==> src/core/sbl_defines.vh <==
`ifndef SBL_DEFINES_VH
`define SBL_DEFINES_VH
`define SBL_CLK_HZ 25000000
`define SBL_MODE_BYTE 8'h86
`define SBL_CMD_RAM 8'h10
`define SBL_CMD_ERASE 8'h40
`define SBL_ACK_RXERR_BIT 3
`define SBL_ACK_INVALID_BIT 0
`define SBL_TMR_W 16
`define SBL_TMR_DIV 2
`define SBL_BAUD_MIN_TICKS 16'h0010
`define SBL_BAUD_MAX_TICKS 16'hFF00
`define SBL_ERASE_ACK_OK 8'h4F
`endif

==> src/core/sbl_buf2.v <==
`timescale 1ns/1ps
// Two-entry buffer; refuses a word while full, even if a word leaves the same cycle.
module sbl_buf2 #(
   parameter W = 8
) (
   input wire i_clk, // System clock.
   input wire i_rst, // Asynchronous reset.
   input wire i_in_valid, // Word offered.
   output wire o_in_ready, // Room for a word.
   input wire [W-1:0] i_in_data, // Word in.
   output wire o_out_valid, // Word available.
   input wire i_out_ready, // Drain accepts.
   output wire [W-1:0] o_out_data // Oldest word.
);
   reg [W-1:0] mem_q [0:1];
   reg rd_q;
   reg wr_q;
   reg [1:0] cnt_q;
   wire push;
   wire pop;
   assign o_in_ready = (cnt_q != 2'd2);
   assign o_out_valid = (cnt_q != 2'd0);
   assign o_out_data = mem_q[rd_q];
   assign push = i_in_valid & o_in_ready;
   assign pop = o_out_valid & i_out_ready;
   always @(posedge i_clk or posedge i_rst) begin
      if (i_rst) begin
         rd_q <= 1'b0;
         wr_q <= 1'b0;
         cnt_q <= 2'd0;
         mem_q[0] <= {W{1'b0}};
         mem_q[1] <= {W{1'b0}};
      end else begin
         if (push) begin
            mem_q[wr_q] <= i_in_data;
            wr_q <= ~wr_q;
         end
         if (pop) begin
            rd_q <= ~rd_q;
         end
         if (push & ~pop) begin
            cnt_q <= cnt_q + 2'd1;
         end else if (pop & ~push) begin
            cnt_q <= cnt_q - 2'd1;
         end
      end
   end
endmodule // sbl_buf2

==> src/core/sbl_loader.v <==
`timescale 1ns/1ps
`include "sbl_defines.vh"
module sbl_loader #(
   parameter TW = `SBL_TMR_W
) (
   input wire i_clk, // System clock, 25 MHz.
   input wire i_rst, // Device reset, active high.
   input wire i_boot_select_n, // Boot strap pin, low selects loader.
   input wire i_loader_serial_in, // Channel-0 receive pin.
   output reg o_loader_serial_out, // Channel-0 transmit pin.
   output reg o_loader_active, // Loader mode entered.
   output reg o_boot_rom_remap, // Boot ROM over vectors, flash relocated.
   output reg o_ram_load_req, // Pulse: start the RAM-load sequence.
   output reg o_erase_req, // Pulse: erase all flash and protection.
   input wire i_op_done, // Pulse: operation sequence finished.
   input wire i_op_ok, // Result of that operation.
   input wire [7:0] i_cksum_byte, // Received checksum to judge.
   input wire [7:0] i_cksum_sum, // Running byte sum of the image.
   input wire i_cksum_valid, // Pulse: judge checksum now.
   input wire i_pw_ok, // Password check passed.
   output reg o_execute, // Pulse: jump to the loaded image.
   output reg o_halted, // Loader stopped on bad baud.
   output reg [TW-1:0] o_bit_ticks // Programmed bit period in clocks.
);
   localparam S_IDLE = 8'h01, S_MEAS = 8'h02, S_ECHO = 8'h04, S_CMD = 8'h08;
   localparam S_OP = 8'h10, S_CK = 8'h20, S_STOP = 8'h40, S_RUN = 8'h80;
   reg [7:0] st_q;
   reg rx_s1_q, rx_s2_q, rx_d_q, boot_s1_q, boot_s2_q, strap_done_q;
   reg pre_q;
   reg [1:0] strap_cnt_q;
   reg [TW-1:0] tmr_q, tab_q, tcd_q, tad_q;
   reg [2:0] edge_q;
   reg [TW-1:0] bit_q, cnt_q;
   reg [3:0] rbit_q, tbit_q;
   reg [8:0] rsh_q;
   reg rx_busy_q, rx_done_q, rx_err_q;
   reg [7:0] cmd_q;
   reg [9:0] tsh_q;
   reg tx_busy_q;
   reg [TW-1:0] tcnt_q;
   reg push_q;
   reg [7:0] push_data_q;
   wire in_ready, q_valid;
   wire [7:0] q_data;
   wire rx_fall = rx_d_q & ~rx_s2_q;
   wire rx_edge = rx_d_q ^ rx_s2_q;
   wire [7:0] ck_calc = 8'h00 - i_cksum_sum;
   wire [TW-1:0] half_bit = {1'b0, bit_q[TW-1:1]};
   sbl_buf2 #(.W(8)) u_txbuf (
      .i_clk(i_clk),
      .i_rst(i_rst),
      .i_in_valid(push_q),
      .o_in_ready(in_ready),
      .i_in_data(push_data_q),
      .o_out_valid(q_valid),
      .i_out_ready(~tx_busy_q),
      .o_out_data(q_data)
   );
   always @(posedge i_clk or posedge i_rst) begin
      if (i_rst) begin
         st_q <= S_IDLE;
         rx_s1_q <= 1'b1;
         rx_s2_q <= 1'b1;
         rx_d_q <= 1'b1;
         boot_s1_q <= 1'b1;
         boot_s2_q <= 1'b1;
         strap_done_q <= 1'b0;
         strap_cnt_q <= 2'd0;
         pre_q <= 1'b0;
         tmr_q <= {TW{1'b0}};
         tab_q <= {TW{1'b0}};
         tcd_q <= {TW{1'b0}};
         tad_q <= {TW{1'b0}};
         edge_q <= 3'd0;
         bit_q <= {TW{1'b1}};
         cnt_q <= {TW{1'b0}};
         rbit_q <= 4'd0;
         rsh_q <= 9'h000;
         rx_busy_q <= 1'b0;
         rx_done_q <= 1'b0;
         rx_err_q <= 1'b0;
         cmd_q <= 8'h00;
         tsh_q <= 10'h3FF;
         tbit_q <= 4'd0;
         tx_busy_q <= 1'b0;
         tcnt_q <= {TW{1'b0}};
         push_q <= 1'b0;
         push_data_q <= 8'h00;
         o_loader_serial_out <= 1'b1;
         o_loader_active <= 1'b0;
         o_boot_rom_remap <= 1'b0;
         o_ram_load_req <= 1'b0;
         o_erase_req <= 1'b0;
         o_execute <= 1'b0;
         o_halted <= 1'b0;
         o_bit_ticks <= {TW{1'b1}};
      end else begin
         rx_s1_q <= i_loader_serial_in;
         rx_s2_q <= rx_s1_q;
         rx_d_q <= rx_s2_q;
         boot_s1_q <= i_boot_select_n;
         boot_s2_q <= boot_s1_q;
         pre_q <= ~pre_q;
         o_ram_load_req <= 1'b0;
         o_erase_req <= 1'b0;
         o_execute <= 1'b0;
         rx_done_q <= 1'b0;
         if (push_q & in_ready) begin
            push_q <= 1'b0;
         end
         // Strap is sampled once after release; a later change has no effect.
         // The synchroniser still holds its reset value for two edges, so wait it out.
         if (!strap_done_q) begin
            strap_cnt_q <= strap_cnt_q + 2'd1;
            if (strap_cnt_q == 2'd2) begin
               strap_done_q <= 1'b1;
               o_loader_active <= ~boot_s2_q;
               o_boot_rom_remap <= ~boot_s2_q;
            end
         end
         // Transmitter, 8N1, LSB first, fed from the buffer.
         if (!tx_busy_q) begin
            o_loader_serial_out <= 1'b1;
            if (q_valid) begin
               tsh_q <= {1'b1, q_data, 1'b0};
               tx_busy_q <= 1'b1;
               tbit_q <= 4'd0;
               tcnt_q <= {TW{1'b0}};
            end
         end else begin
            o_loader_serial_out <= tsh_q[0];
            if (tcnt_q >= bit_q - 1'b1) begin
               tcnt_q <= {TW{1'b0}};
               tsh_q <= {1'b1, tsh_q[9:1]};
               tbit_q <= tbit_q + 4'd1;
               if (tbit_q == 4'd9) begin
                  tx_busy_q <= 1'b0;
               end
            end else begin
               tcnt_q <= tcnt_q + 1'b1;
            end
         end
         // Receiver: ignores the line while replying (half duplex).
         if (st_q[3] | st_q[5]) begin
            if (!rx_busy_q) begin
               if (rx_fall && !tx_busy_q && !q_valid) begin
                  rx_busy_q <= 1'b1;
                  cnt_q <= half_bit;
                  rbit_q <= 4'd0;
               end
            end else if (cnt_q == {TW{1'b0}}) begin
               cnt_q <= bit_q - 1'b1;
               rsh_q <= {rx_s2_q, rsh_q[8:1]};
               rbit_q <= rbit_q + 4'd1;
               if (rbit_q == 4'd9) begin
                  rx_busy_q <= 1'b0;
                  rx_done_q <= 1'b1;
                  // The start sample still sits in bit 0 until this last shift.
                  rx_err_q <= ~rx_s2_q | rsh_q[0];
               end
            end else begin
               cnt_q <= cnt_q - 1'b1;
            end
         end
         case (st_q)
            S_IDLE: begin
               if (strap_done_q && o_loader_active && rx_fall) begin
                  st_q <= S_MEAS;
                  tmr_q <= {TW{1'b0}};
                  edge_q <= 3'd0;
               end
            end
            S_MEAS: begin
               // 0x86 line: start+0 low, 1-2 high, 3-6 low, 7 high, stop.
               if (pre_q && tmr_q != {TW{1'b1}}) begin
                  tmr_q <= tmr_q + 1'b1;
               end
               if (rx_edge) begin
                  edge_q <= edge_q + 3'd1;
                  if (edge_q == 3'd0) tab_q <= tmr_q;
                  if (edge_q == 3'd1) tcd_q <= tmr_q;
                  if (edge_q == 3'd2) begin
                     tad_q <= tmr_q;
                     st_q <= S_ECHO;
                  end
               end
            end
            S_ECHO: begin
               // Second interval holds two high bits against the first's two low bits.
               if (tab_q > (tcd_q - tab_q) ||
                   tad_q < `SBL_BAUD_MIN_TICKS || tad_q > `SBL_BAUD_MAX_TICKS) begin
                  st_q <= S_STOP;
                  o_halted <= 1'b1;
               end else begin
                  // Eight bit times span the check interval; two clocks per tick.
                  bit_q <= {2'b00, tad_q[TW-1:2]};
                  o_bit_ticks <= {2'b00, tad_q[TW-1:2]};
                  push_q <= 1'b1;
                  push_data_q <= `SBL_MODE_BYTE;
                  st_q <= S_CMD;
               end
            end
            S_CMD: begin
               if (rx_done_q) begin
                  // After the last shift the stop bit is bit 8 and the data bits 7..0.
                  cmd_q <= rsh_q[7:0];
                  push_q <= 1'b1;
                  if (rx_err_q) begin
                     push_data_q <= {rsh_q[7:4], 4'h8};
                  end else if (rsh_q[7:0] == `SBL_CMD_RAM ||
                               rsh_q[7:0] == `SBL_CMD_ERASE) begin
                     push_data_q <= rsh_q[7:0];
                     st_q <= S_OP;
                     o_ram_load_req <= (rsh_q[7:0] == `SBL_CMD_RAM);
                     o_erase_req <= (rsh_q[7:0] == `SBL_CMD_ERASE);
                  end else begin
                     push_data_q <= {rsh_q[7:4], 4'h1};
                  end
               end
            end
            S_OP: begin
               if (i_cksum_valid) begin
                  st_q <= S_CK;
               end else if (i_op_done) begin
                  push_q <= (cmd_q == `SBL_CMD_ERASE);
                  push_data_q <= `SBL_ERASE_ACK_OK;
                  st_q <= S_CMD;
               end
            end
            S_CK: begin
               push_q <= 1'b1;
               if (rx_err_q) begin
                  push_data_q <= {cmd_q[7:4], 4'h8};
                  st_q <= S_CMD;
               end else if (i_cksum_byte != ck_calc || !i_pw_ok) begin
                  push_data_q <= {cmd_q[7:4], 4'h1};
                  st_q <= S_CMD;
               end else begin
                  push_data_q <= {cmd_q[7:4], 4'h0};
                  st_q <= (cmd_q == `SBL_CMD_RAM && i_op_ok) ? S_RUN : S_CMD;
               end
            end
            S_RUN: begin
               if (!q_valid && !tx_busy_q && !push_q) begin
                  o_execute <= 1'b1;
                  o_boot_rom_remap <= 1'b0;
                  st_q <= S_STOP;
               end
            end
            S_STOP: begin
               st_q <= S_STOP;
            end
            default: begin
               st_q <= S_IDLE;
            end
         endcase
      end
   end
endmodule // sbl_loader

==> config.mk <==
export PLATFORM = sky130hd
export DESIGN_NAME = sbl_loader
export DESIGN_NICKNAME = d
export VERILOG_FILES = /design/src/core/sbl_buf2.v /design/src/core/sbl_loader.v
export VERILOG_INCLUDE_DIRS = /design/src /design/src/core
export SDC_FILE = /design/constraint.sdc
export NUM_CORES = 1
export LEC_CHECK = 0
export BUFFER_PORTS_ARGS = -buffer_cell sky130_fd_sc_hd__buf_4
export CAP_MARGIN = 20
export CORE_AREA = 10 10 161 163
export CTS_BUF_LIST = sky130_fd_sc_hd__clkbuf_4 sky130_fd_sc_hd__clkbuf_8
export CTS_CLUSTER_SIZE = 30
export DETAILED_ROUTE_END_ITERATION = 7
export DIE_AREA = 0 0 171 173
export PLACE_DENSITY_LB_ADDON = 0.3
export RECOVER_POWER = 100
export SETUP_SLACK_MARGIN = 0.3
export SYNTH_ARGS = -nofsm -noshare
export SYNTH_HDL_FRONTEND = slang
export SYNTH_SLANG_ARGS = --single-unit
==> constraint.sdc <==
create_clock -name i_clk -period 8.3 [get_ports i_clk]
set_input_delay 0.83 -clock i_clk [delete_from_list [all_inputs] [get_ports i_clk]]
set_output_delay 0.83 -clock i_clk [all_outputs]
set_load 0.005 [all_outputs]
==> results of run 1 <==
==> how the worst max path moves through the flow <==
stage              from              to
2_1_floorplan     i_rst        cmd_q[0]
3_5_place_dp   tab_q[1]  push_data_q[6]
5_1_grt           i_rst       cnt_q[10]
3_3_place_gp   tcd_q[0]  push_data_q[5]
6_report       tcd_q[0]  push_data_q[4]
4_1_cts        tcd_q[0]  push_data_q[4]
==> cell usage in the layout, fill, tap and decap left out, types with 4 or more instances in the layout <==
master,Yosys,routed
dfrtp_1,174,174
nor2b_1,7,7
o211ai_1,4,4
nand2_1,68,68
xor2_1,31,31
or3_1,14,15
nor3b_1,5,6
mux2_2,101,101
nor2_1,85,86
and3_1,17,17
clkinv_2,0,5
inv_1,52,51
dfstp_1,0,16
nand4_1,20,20
clkbuf_4,0,21
mux2i_1,13,13
nor3_1,29,29
nand2b_1,12,12
clkbuf_1,24,7
a22o_1,5,5
buf_4,3,38
nand3_1,39,39
nor4_1,18,19
a21oi_1,42,43
o22ai_1,4,4
xnor2_1,29,29
or2_2,5,5
a22oi_1,6,6
a21o_1,9,9
a221o_1,11,11
or4_1,6,6
dfstp_2,31,15
a31oi_1,20,20
ha_1,64,64
a211oi_1,5,5
o21ai_0,58,59
o21a_1,9,9
nand4b_1,5,5
clkbuf_8,0,44
==> metrics by stage <==
step / hold WS (ps) / power [mW]
after global placement: 348 / 1.38
after global routing: 362 / 2.46
after CTS: 356 / 2.36
final: 356 / 2.33
after detailed placement: 348 / 1.38
after floorplan: 345 / 1.30
==> cells by family (layout without fill, tap and decap cells) <==
kind of cell / count (synthesis) / after routing / synth area share (%)
AO/OA/AOI/OAI: 207 / 207 / 11.9
adder cells (fa/ha/maj): 65 / 65 / 7.30
AND/OR/NAND/NOR: 346 / 346 / 15.7
XOR/XNOR: 60 / 60 / 4.67
multiplexers: 114 / 114 / 11.3
flip-flops: 205 / 205 / 46.0
buffers and inverters: 86 / 171 / 3.16
==> registers in the layout (all words and copies together), names as in the netlist, 2 cells and up <==
register       count
bit_q             15
cmd_q              8
cnt_q             16
edge_q             3
push_data_q        8
rbit_q             4
rsh_q              9
st_q               8
strap_cnt_q        2
tab_q             16
tad_q             16
tbit_q             4
tcd_q             16
tcnt_q            16
tmr_q             16
tsh_q              9
u_txbuf.cnt_q      2
u_txbuf.mem_q     16
==> final cells by class <==
class | count | share of cell area (%)
inverters | 52 | 1.57
repair buffers | 54 | 3.00
flip-flops and latches | 205 | 41.2
clock buffers | 57 | 5.60
well taps | 285 | 2.84
multi-input cells | 792 | 45.4
clock inverters | 8 | 0.419
==> power groups by stage <==
stage	registers [mW]	clock network (mW)	logic (mW)
after floorplan	1.07	0	0.235
after global placement	1.07	0	0.303
after detailed placement	1.08	0	0.308
after CTS	1.06	0.990	0.311
after global routing	1.06	1.04	0.356
final	1.06	0.959	0.309
==> cell usage after synthesis (31+ instances only) <==
master | count | share of area (%)
inv_1 | 52 | 1.7
o21ai_0 | 58 | 2.6
mux2_2 | 101 | 10
a21oi_1 | 42 | 1.9
dfrtp_1 | 174 | 39
ha_1 | 64 | 7.1
nand2_1 | 68 | 2.3
nor2_1 | 85 | 2.8
xor2_1 | 31 | 2.4
dfstp_2 | 31 | 7.2
nand3_1 | 39 | 1.7
==> per-layer routing <==
metal	track usage [%]	up-vias	share of wire [%]
met5	0	-	0
met4	6.20	0	2.6
met3	2.92	53	4.6
met2	27.4	181	49
met1	21.3	4125	44
li1	-	4071	-
==> critical path, delay by kind of cell, from the launching register on <==
kind | cells | cell delay [ps]
DFF | 1 | 400
xor gates and xnor gates | 1 | 120
adders and majority gates | 3 | 830
AOI/OAI and AO/OA | 7 | 2070
and+or+nand+nor | 4 | 1490
buffers and inverters | 2 | 110
muxes | 1 | 420
==> flow_summary.json, run 1 <==
{
  "run_status": "finished with violations",
  "failed_checks": "capacitance limit, slew limit",
  "avgViaCountPerCell": 5.80,
  "ioPinCount": 47,
  "antenna_found_initial": 0,
  "placed_cell_area_um2": 11900,
  "cts_resized": 0,
  "cts.sinks": 205,
  "cts_buffer_depth": 3,
  "syn_inst": 1083,
  "min_period_over_period_pct": 67.0,
  "clk_pin_slew_ps": 60,
  "design.core.area_um2": 22600,
  "grt_pass1_vias": 8268,
  "gp_congestion": 0.896,
  "hold_viol": 0,
  "cpPeakStageDelay_ps": 910,
  "yosys_warnings": 0,
  "rows": 55,
  "dieArea_um2": 29600,
  "switching_power_uw": 623,
  "setup_violations": 0,
  "root_buffer": "clkbuf_8",
  "clockPowerShare_pct": 41.2,
  "power_frac_seq_pct": 45.5,
  "path_max_fanout": 8,
  "rsz0062_at_grt": "false",
  "final_cells": 1453,
  "seq_area_frac_synth_pct": 46.0,
  "area_delta_synth_final_pct": 11.5,
  "layout.area.seq_um2": 5170,
  "worstReg2RegStart": "tcd_q[0]",
  "hp-class": "reg2reg",
  "drtAntennaViolNets": 0,
  "setup_ws_ps": 2740,
  "drt-pass1-iter-count": 5,
  "r2r_slack_ps": 2740,
  "synthArstFlopShare_pct": 100,
  "n_fill_cell": 1970,
  "grt_usage_pct": 16.6,
  "cts-htree-levels": 2,
  "setup-tns-final_ps": 0,
  "switching_share_pct": 26.8,
  "combPwrFrac_pct": 13.3,
  "syn_area_um2": 11200,
  "wl_um": 24500,
  "grt_max_degree": 133,
  "post-place-cells": 1387,
  "syn-num-nets": 1172,
  "period_minus_slack_ps": 5560,
  "hold_path_startpoint": "boot_s1_q",
  "postLayoutCellArea_um2": 12500,
  "dp_slack_ps": 3100,
  "cp_cell_sequence": "inv_1 > ha_1 > inv_1 > fa_1 > a21oi_1 > o21ai_0 > o31a_1 > o2111ai_1 > nand3_1 > a221oi_1 > xor2_1 > ha_1 > nand2_1 > or3_1 > o41ai_1 > a31oi_1 > nor3b_1 > mux2_2",
  "min_path_cells": 0,
  "hpwl_um": 17700,
  "netlist-cell-type-count": 68,
  "grt_pass1_wl_um": 41200,
  "routedWlPerCell_um": 16.9,
  "internal-power_mw": 1.70,
  "die_y_um": 173,
  "clock.fmax_mhz": 180,
  "final.setup_skew_ps": 30.7,
  "power_density_nw_per_um2": 185,
  "drc_errors": 0,
  "ys_ff_latch": 205,
  "ir_worst_vdd_v": 0.000144,
  "multiInputGateArea_um2": 5690,
  "crit_path_top_delay_cell": "nor3b_1",
  "post-cts-setup-buffers": 0,
  "worstSetupPathType": "reg2reg",
  "start_util_pct": 49.8,
  "gr-total-overflow": 0,
  "startpoint_type": "flip-flop",
  "slew_viol_final": 208,
  "hold_end": "boot_s2_q",
  "vias": 8430,
  "syn_avg_cell_area_um2": 10.4,
  "max_slew_margin_pct": -278,
  "fin_util_pct": 55.6,
  "synth-main-ff-cell": "dfrtp_1",
  "cp.required_ps": 8720,
  "cp-end-kind": "flip-flop",
  "drive_gt1_share_pct": 20.2,
  "antenna_cells": 0,
  "worst_pin_slew_ps": 5640,
  "fin_nets": 1230,
  "port_buffers": 46,
  "rr_worst_depth": 18,
  "cp.arrival_ps": 5980,
  "drt_iter0_drc": 527,
  "tritoncts.num_buffers": 36,
  "leakage_nw": 6.09,
  "cts_hold_buf": 0,
  "synth_enable_flop_cells": 0,
  "reg2reg_to": "push_data_q[4]",
  "cts_tree": "built",
  "cap_violations": 2,
  "die_x_um": 171,
  "insertion_delay_ps": 540
}
(Power assumes the default switching activity.)
==> run 2, diff against run 1 <==
- clock period: 8.3 -> 5.4 ns (I/O delays scaled with it)
==> run 2 against run 1 <==
The flow still finishes with violations (capacitance limit, slew limit). Utilization increased by 0.30 points. Clock skew is 9.0 ps lower. Setup slack worse by 2200 ps. Final area increased by 0.54%. Largest cell class unchanged. Sequential share of layout area fell by 0.22 points. Maximum frequency up 15%.
==> flow_summary.json, run 2 (synthesis results as in run 1) <==
{
  "die_y_um": 173,
  "grtUsageMet2_pct": 27.1,
  "rows": 55,
  "avgViaCountPerCell": 5.78,
  "critical_path_buf_inv_count": 2,
  "cp.arrival_ps": 5240,
  "drt-pass1-iter-count": 5,
  "crit_path_top_delay_cell": "or3_1",
  "hpwl_um": 17500,
  "cp-end-kind": "flip-flop",
  "clk_pin_slew_ps": 60,
  "failed_checks": "capacitance limit, slew limit",
  "placed_cell_area_um2": 11900,
  "cts-htree-levels": 2,
  "ioPinCount": 47,
  "gr-total-overflow": 0,
  "cts_tree": "built",
  "setup-tns-final_ps": 0,
  "grt_usage_pct": 16.6,
  "power_density_nw_per_um2": 289,
  "grt_pass1_wl_um": 41400,
  "routedWlPerCell_um": 16.8,
  "run_status": "finished with violations",
  "startpoint_type": "flip-flop",
  "layout_commonest_cell": "dfrtp_1",
  "hold_path_startpoint": "i_boot_select_n",
  "worst_pin_slew_ps": 2280,
  "min_period_over_period_pct": 89.3,
  "leakage_nw": 6.12,
  "critPathLaunch": "tab_q[0]",
  "drc_errors": 0,
  "fin_util_pct": 55.9,
  "drive_gt1_share_pct": 20.6,
  "fin_nets": 1232,
  "max_slew_margin_pct": -51.8,
  "min_path_cells": 1,
  "drtAntennaViolNets": 0,
  "worstReg2RegStart": "tab_q[0]",
  "insertion_delay_ps": 530,
  "cts_buffer_depth": 3,
  "busiest_layer": "met2",
  "crit_family": "compound AO/OA/AOI/OAI gates",
  "r2r_slack_ps": 580,
  "drt_iter0_drc": 499,
  "antenna_found_initial": 0,
  "die_x_um": 171,
  "final.setup_skew_ps": 21.7,
  "port_buffers": 46,
  "hold_end": "boot_s1_q",
  "design.core.area_um2": 22600,
  "ir_worst_vdd_v": 0.000230,
  "antenna_cells": 0,
  "vias": 8412,
  "tritoncts.num_buffers": 37,
  "postLayoutCellArea_um2": 12600,
  "crit_path_frequent_cell": "ha_1",
  "start_util_pct": 49.8,
  "cap_violations": 1,
  "cpPeakStageDelay_ps": 430,
  "rsz0062_at_grt": "false",
  "worstSetupPathType": "reg2reg",
  "grt_pass1_vias": 8354,
  "slew_viol_final": 173,
  "hold_viol": 0,
  "root_buffer": "clkbuf_8",
  "hp-class": "in2reg",
  "layout_common_cells": "174 x dfrtp_1, 101 x mux2_2, 86 x nor2_1",
  "path_max_fanout": 8,
  "dieArea_um2": 29600,
  "reg2reg_to": "push_data_q[4]",
  "grt_max_degree": 173,
  "period_minus_slack_ps": 4820,
  "cp.required_ps": 5810,
  "area_delta_synth_final_pct": 12.1,
  "power_mw": 3.65,
  "rr_worst_depth": 18,
  "met3_usage_pct": 3.07,
  "cts.sinks": 205,
  "clock.fmax_mhz": 207,
  "cp_cell_sequence": "ha_1 > inv_1 > fa_1 > a21oi_1 > o21ai_0 > o31a_1 > o2111ai_1 > nand3_1 > a221oi_1 > xor2_1 > ha_1 > nand2_1 > or3_1 > o41ai_4 > a31oi_1 > nor3b_1 > buf_4 > mux2_2",
  "met1_usage_pct": 21.4,
  "gp_congestion": 0.859,
  "holdWs_ps": 134,
  "wl_um": 24500,
  "setup_violations": 0
}
[run 2: what timing repair did]
| action | 4_1_cts | 5_1_grt |
|---|---|---|
| hold endpoints to repair | 0 | 0 |
| resized for setup | 0 | 4 |
| setup buffers | 0 | 0 |
| setup endpoints to repair | 0 | 6 |
| hold buffers | 0 | 0 |
[run 2: metal layers]
metal	share of wire, %	vias to the layer above	wire length, µm
met4	2.5	0	606
met2	48	153	11800
met3	4.5	41	1100
li1	-	4070	-
met5	0	-	0
met1	45	4148	11000
[run 2: final cells by class]
type | instances | area (µm²)
multi-input cells | 792 | 5710
clock inverters | 6 | 40.0
well taps | 285 | 357
fillers | 2004 | 9960
inverters | 52 | 196
repair buffers | 55 | 388
flip-flops and latches | 205 | 5170
clock buffers | 61 | 752
[run 2: worst max-delay path by stage]
stage	to	slack (ps)	depth (start not counted)
5_1_grt	push_data_q[7]	240	19
6_report	push_data_q[4]	580	18
4_1_cts	push_data_q[4]	440	18
2_1_floorplan	push_data_q[0]	980	18
3_3_place_gp	push_data_q[5]	530	19
3_5_place_dp	push_data_q[4]	480	18
[run 2: worst reg2reg max path, delay by kind of cell, from the launching register on]
kind	cells	cell delay, ps
xor gates and xnor gates	1	110
buffers and inverters	2	260
DFF	1	410
muxes	1	340
and+or+nand+nor	4	890
AOI/OAI and AO/OA	7	1800
adders and majority gates	3	870
[run 2: where the power goes]
group / switching [mW] / total [mW] / internal (mW)
clock network: 0.645 / 1.53 / 0.883
registers: 0.0441 / 1.63 / 1.58
logic: 0.290 / 0.490 / 0.200
total: 0.979 / 3.65 / 2.67
[run 2: per-stage QoR]
stage | worst slack (ps) | cells
6_report | 575 | 1456
5_1_grt | 243 | 1456
4_1_cts | 440 | 1456
3_5_place_dp | 478 | 1389
3_3_place_gp | 534 | 1389
2_1_floorplan | 976 | 1083
==> run 3, diff against run 2 <==
- CORE_AREA: 10 10 161 163 -> 10 10 146 148
- DIE_AREA: 0 0 171 173 -> 0 0 156 158
- SYNTH_HIERARCHICAL: unset -> 1
==> run 3 against run 2 <==
The flow still finishes with violations (capacitance limit, slew limit). Non-clock buffer count down 4. Global-route usage up 4.4 points. Total power up 14%. First-iteration DRC count up 12%. Critical path type unchanged. Critical endpoint is now tcnt_q[10]. Largest power group unchanged. Highest routed layer unchanged.
==> flow_summary.json, run 3 <==
{
  "run_status": "finished with violations",
  "failed_checks": "capacitance limit, slew limit",
  "internal-power_mw": 2.92,
  "clock.fmax_mhz": 210,
  "synth_enable_flop_cells": 0,
  "hold_path_startpoint": "i_boot_select_n",
  "vias": 8863,
  "syn_avg_cell_area_um2": 10.1,
  "drc_errors": 0,
  "ioPinCount": 47,
  "power_mw": 4.17,
  "ir_worst_vdd_v": 0.000263,
  "final_cells": 1454,
  "placed_cell_area_um2": 12100,
  "drtAntennaViolNets": 0,
  "die_y_um": 158,
  "cp.required_ps": 5850,
  "power_frac_seq_pct": 41.0,
  "gr-total-overflow": 0,
  "min_path_cells": 1,
  "seq_area_frac_synth_pct": 44.8,
  "synthArstFlopShare_pct": 100,
  "clockPowerShare_pct": 35.7,
  "leakage_nw": 6.00,
  "switching_power_mw": 1.25,
  "netlist.area_leader.share_pct": 37.7,
  "synth.most_common_cell": "dfrtp_1",
  "path_max_fanout": 19,
  "rr_worst_depth": 13,
  "wl_um": 25600,
  "design.core.area_um2": 18500,
  "tritoncts.num_buffers": 36,
  "worstReg2RegStart": "bit_q[3]",
  "cts.sinks": 205,
  "switching_share_pct": 30.0,
  "port_buffers": 46,
  "layout_common_cells": "174 x dfrtp_1, 96 x nand2_1, 77 x mux2_2",
  "setup_violations": 0,
  "critPathLaunch": "bit_q[3]",
  "slew_viol_final": 186,
  "worst_pin_slew_ps": 4430,
  "synthTopCellsByCount": "174 x dfrtp_1, 96 x nand2_1, 77 x mux2_2, 75 x nor2_1, 70 x o21ai_0",
  "netlist-cell-type-count": 80,
  "setup-tns-final_ps": 0,
  "rows": 50,
  "met1_usage_pct": 26.8,
  "post-place-cells": 1389,
  "grt_max_degree": 186,
  "min_period_over_period_pct": 88.1,
  "die_x_um": 156,
  "layout_commonest_cell": "dfrtp_1",
  "insertion_delay_ps": 550,
  "dieArea_um2": 24600,
  "power_density_nw_per_um2": 328,
  "gp_congestion": 0.913,
  "hold_viol": 0,
  "period_minus_slack_ps": 4760,
  "combPwrFrac_pct": 23.2,
  "grtUsageMet2_pct": 35.0,
  "cts-htree-levels": 2,
  "rsz0062_at_grt": "false",
  "fin_nets": 1283,
  "area_delta_synth_final_pct": 10.1,
  "clk_pin_slew_ps": 60,
  "startpoint_type": "flip-flop",
  "ys_ff_latch": 205,
  "drt-pass1-iter-count": 7,
  "final.setup_skew_ps": 23.2,
  "synth-main-ff-cell": "dfrtp_1",
  "yosysTopAreaCell": "dfrtp_1",
  "syn_area_um2": 11500,
  "grt_pass1_wl_um": 43000,
  "routedWlPerCell_um": 17.6,
  "postLayoutCellArea_um2": 12700,
  "met3_usage_pct": 3.09,
  "cp-end-kind": "flip-flop",
  "cts_buffer_depth": 3,
  "cap_violations": 1,
  "start_util_pct": 62.6,
  "grt_pass1_vias": 8740,
  "busiest_layer": "met2",
  "drt_iter0_drc": 559,
  "syn-num-nets": 1232,
  "antenna_found_initial": 0,
  "cts_tree": "built",
  "antenna_cells": 0,
  "avgViaCountPerCell": 6.10,
  "yosys_warnings": 6,
  "drive_gt1_share_pct": 17.9,
  "hpwl_um": 18100,
  "root_buffer": "clkbuf_8",
  "max_slew_margin_pct": -195,
  "worstSetupPathType": "reg2reg",
  "synth_area_leaders": "dfrtp_1 38%, mux2_2 7.5%, dfstp_2 7.1%, ha_1 6.9%, nand2_1 3.1%",
  "hp-class": "in2reg",
  "cts_hold_buf": 0,
  "syn_inst": 1143,
  "grt_usage_pct": 21.0,
  "cp.arrival_ps": 5210,
  "fin_util_pct": 68.9
}
-- run 3: cell types whose count changed after synthesis, moves of 10 or more --
cell / before / now
a21oi_1: 42 / 65
nand2_1: 68 / 96
a221o_1: 11 / 1
mux2_2: 101 / 77
nand3_1: 39 / 28
o21ai_0: 58 / 70
inv_1: 52 / 64
nor2_1: 85 / 75
-- run 3: per-stage QoR --
stage | worst slack, ps | hold WS [ps]
6_report | 642 | 118
3_5_place_dp | 681 | 347
2_1_floorplan | 1230 | 345
3_3_place_gp | 860 | 347
4_1_cts | 657 | 95.2
5_1_grt | 203 | 101
-- run 3: area by class of cell --
class | count | area [µm²]
flip-flops and latches | 205 | 5170
clock inverters | 4 | 25.0
repair buffers | 51 | 368
well taps | 234 | 293
clock buffers | 60 | 738
multi-input cells | 836 | 5880
fillers | 1431 | 5740
inverters | 64 | 244
-- run 3: cells by family after synthesis --
| kind of cell | share of synthesized area (%) |
|---|---|
| flip-flops | 44.8 |
| AO/OA/AOI/OAI | 13.3 |
| multiplexers | 9.76 |
| XOR/XNOR | 4.55 |
| buffers and inverters | 3.64 |
| AND/OR/NAND/NOR | 16.8 |
| adder cells (fa/ha/maj) | 7.19 |
-- run 3: path summary, 6_finish.rpt --
| check | end | slack [ps] |
|---|---|---|
| setup / recovery | tcnt_q[10] | 640 |
| hold / removal | boot_s1_q | 120 |
| setup reg to reg | tcnt_q[10] | 640 |
| hold reg to reg | boot_s2_q | 350 |
| max in group asynchronous | tmr_q[1] | 1090 |
| min in group asynchronous | u_txbuf/cnt_q[1] | 160 |
-- run 3: layer usage --
| metal | share of wire, % | up-vias |
|---|---|---|
| li1 | - | 4235 |
| met4 | 3.2 | 0 |
| met5 | 0 | - |
| met2 | 49 | 253 |
| met1 | 43 | 4312 |
| met3 | 4.9 | 63 |
-- run 3: timing repair --
action,CTS,global route
endpoints found under the setup margin,0,16
gates resized for setup,0,0
buffers inserted,0,1
-- run 3: worst max-delay path: stages, from the launching register on --
cell	delay, ps
dfstp_1	440
nor4_1	630
nand4bb_1	280
or4_1	470
xor2_1	170
ha_1	310
nand2_1	60
o21ai_0	100
a2111oi_0	610
o211ai_1	330
a21oi_2	510
clkbuf_2	430
o21ai_0	140
a31oi_1	180
-- run 3: power groups by stage --
| stage | clock network (mW) | registers, mW | logic, mW |
|---|---|---|---|
| finish | 1.49 | 1.71 | 0.967 |
| global route | 1.59 | 1.72 | 1.09 |
| CTS | 1.52 | 1.71 | 0.983 |
| detailed placement | 0 | 1.74 | 0.971 |
| global placement | 0 | 1.73 | 0.947 |
| floorplan | 0 | 1.71 | 0.766 |
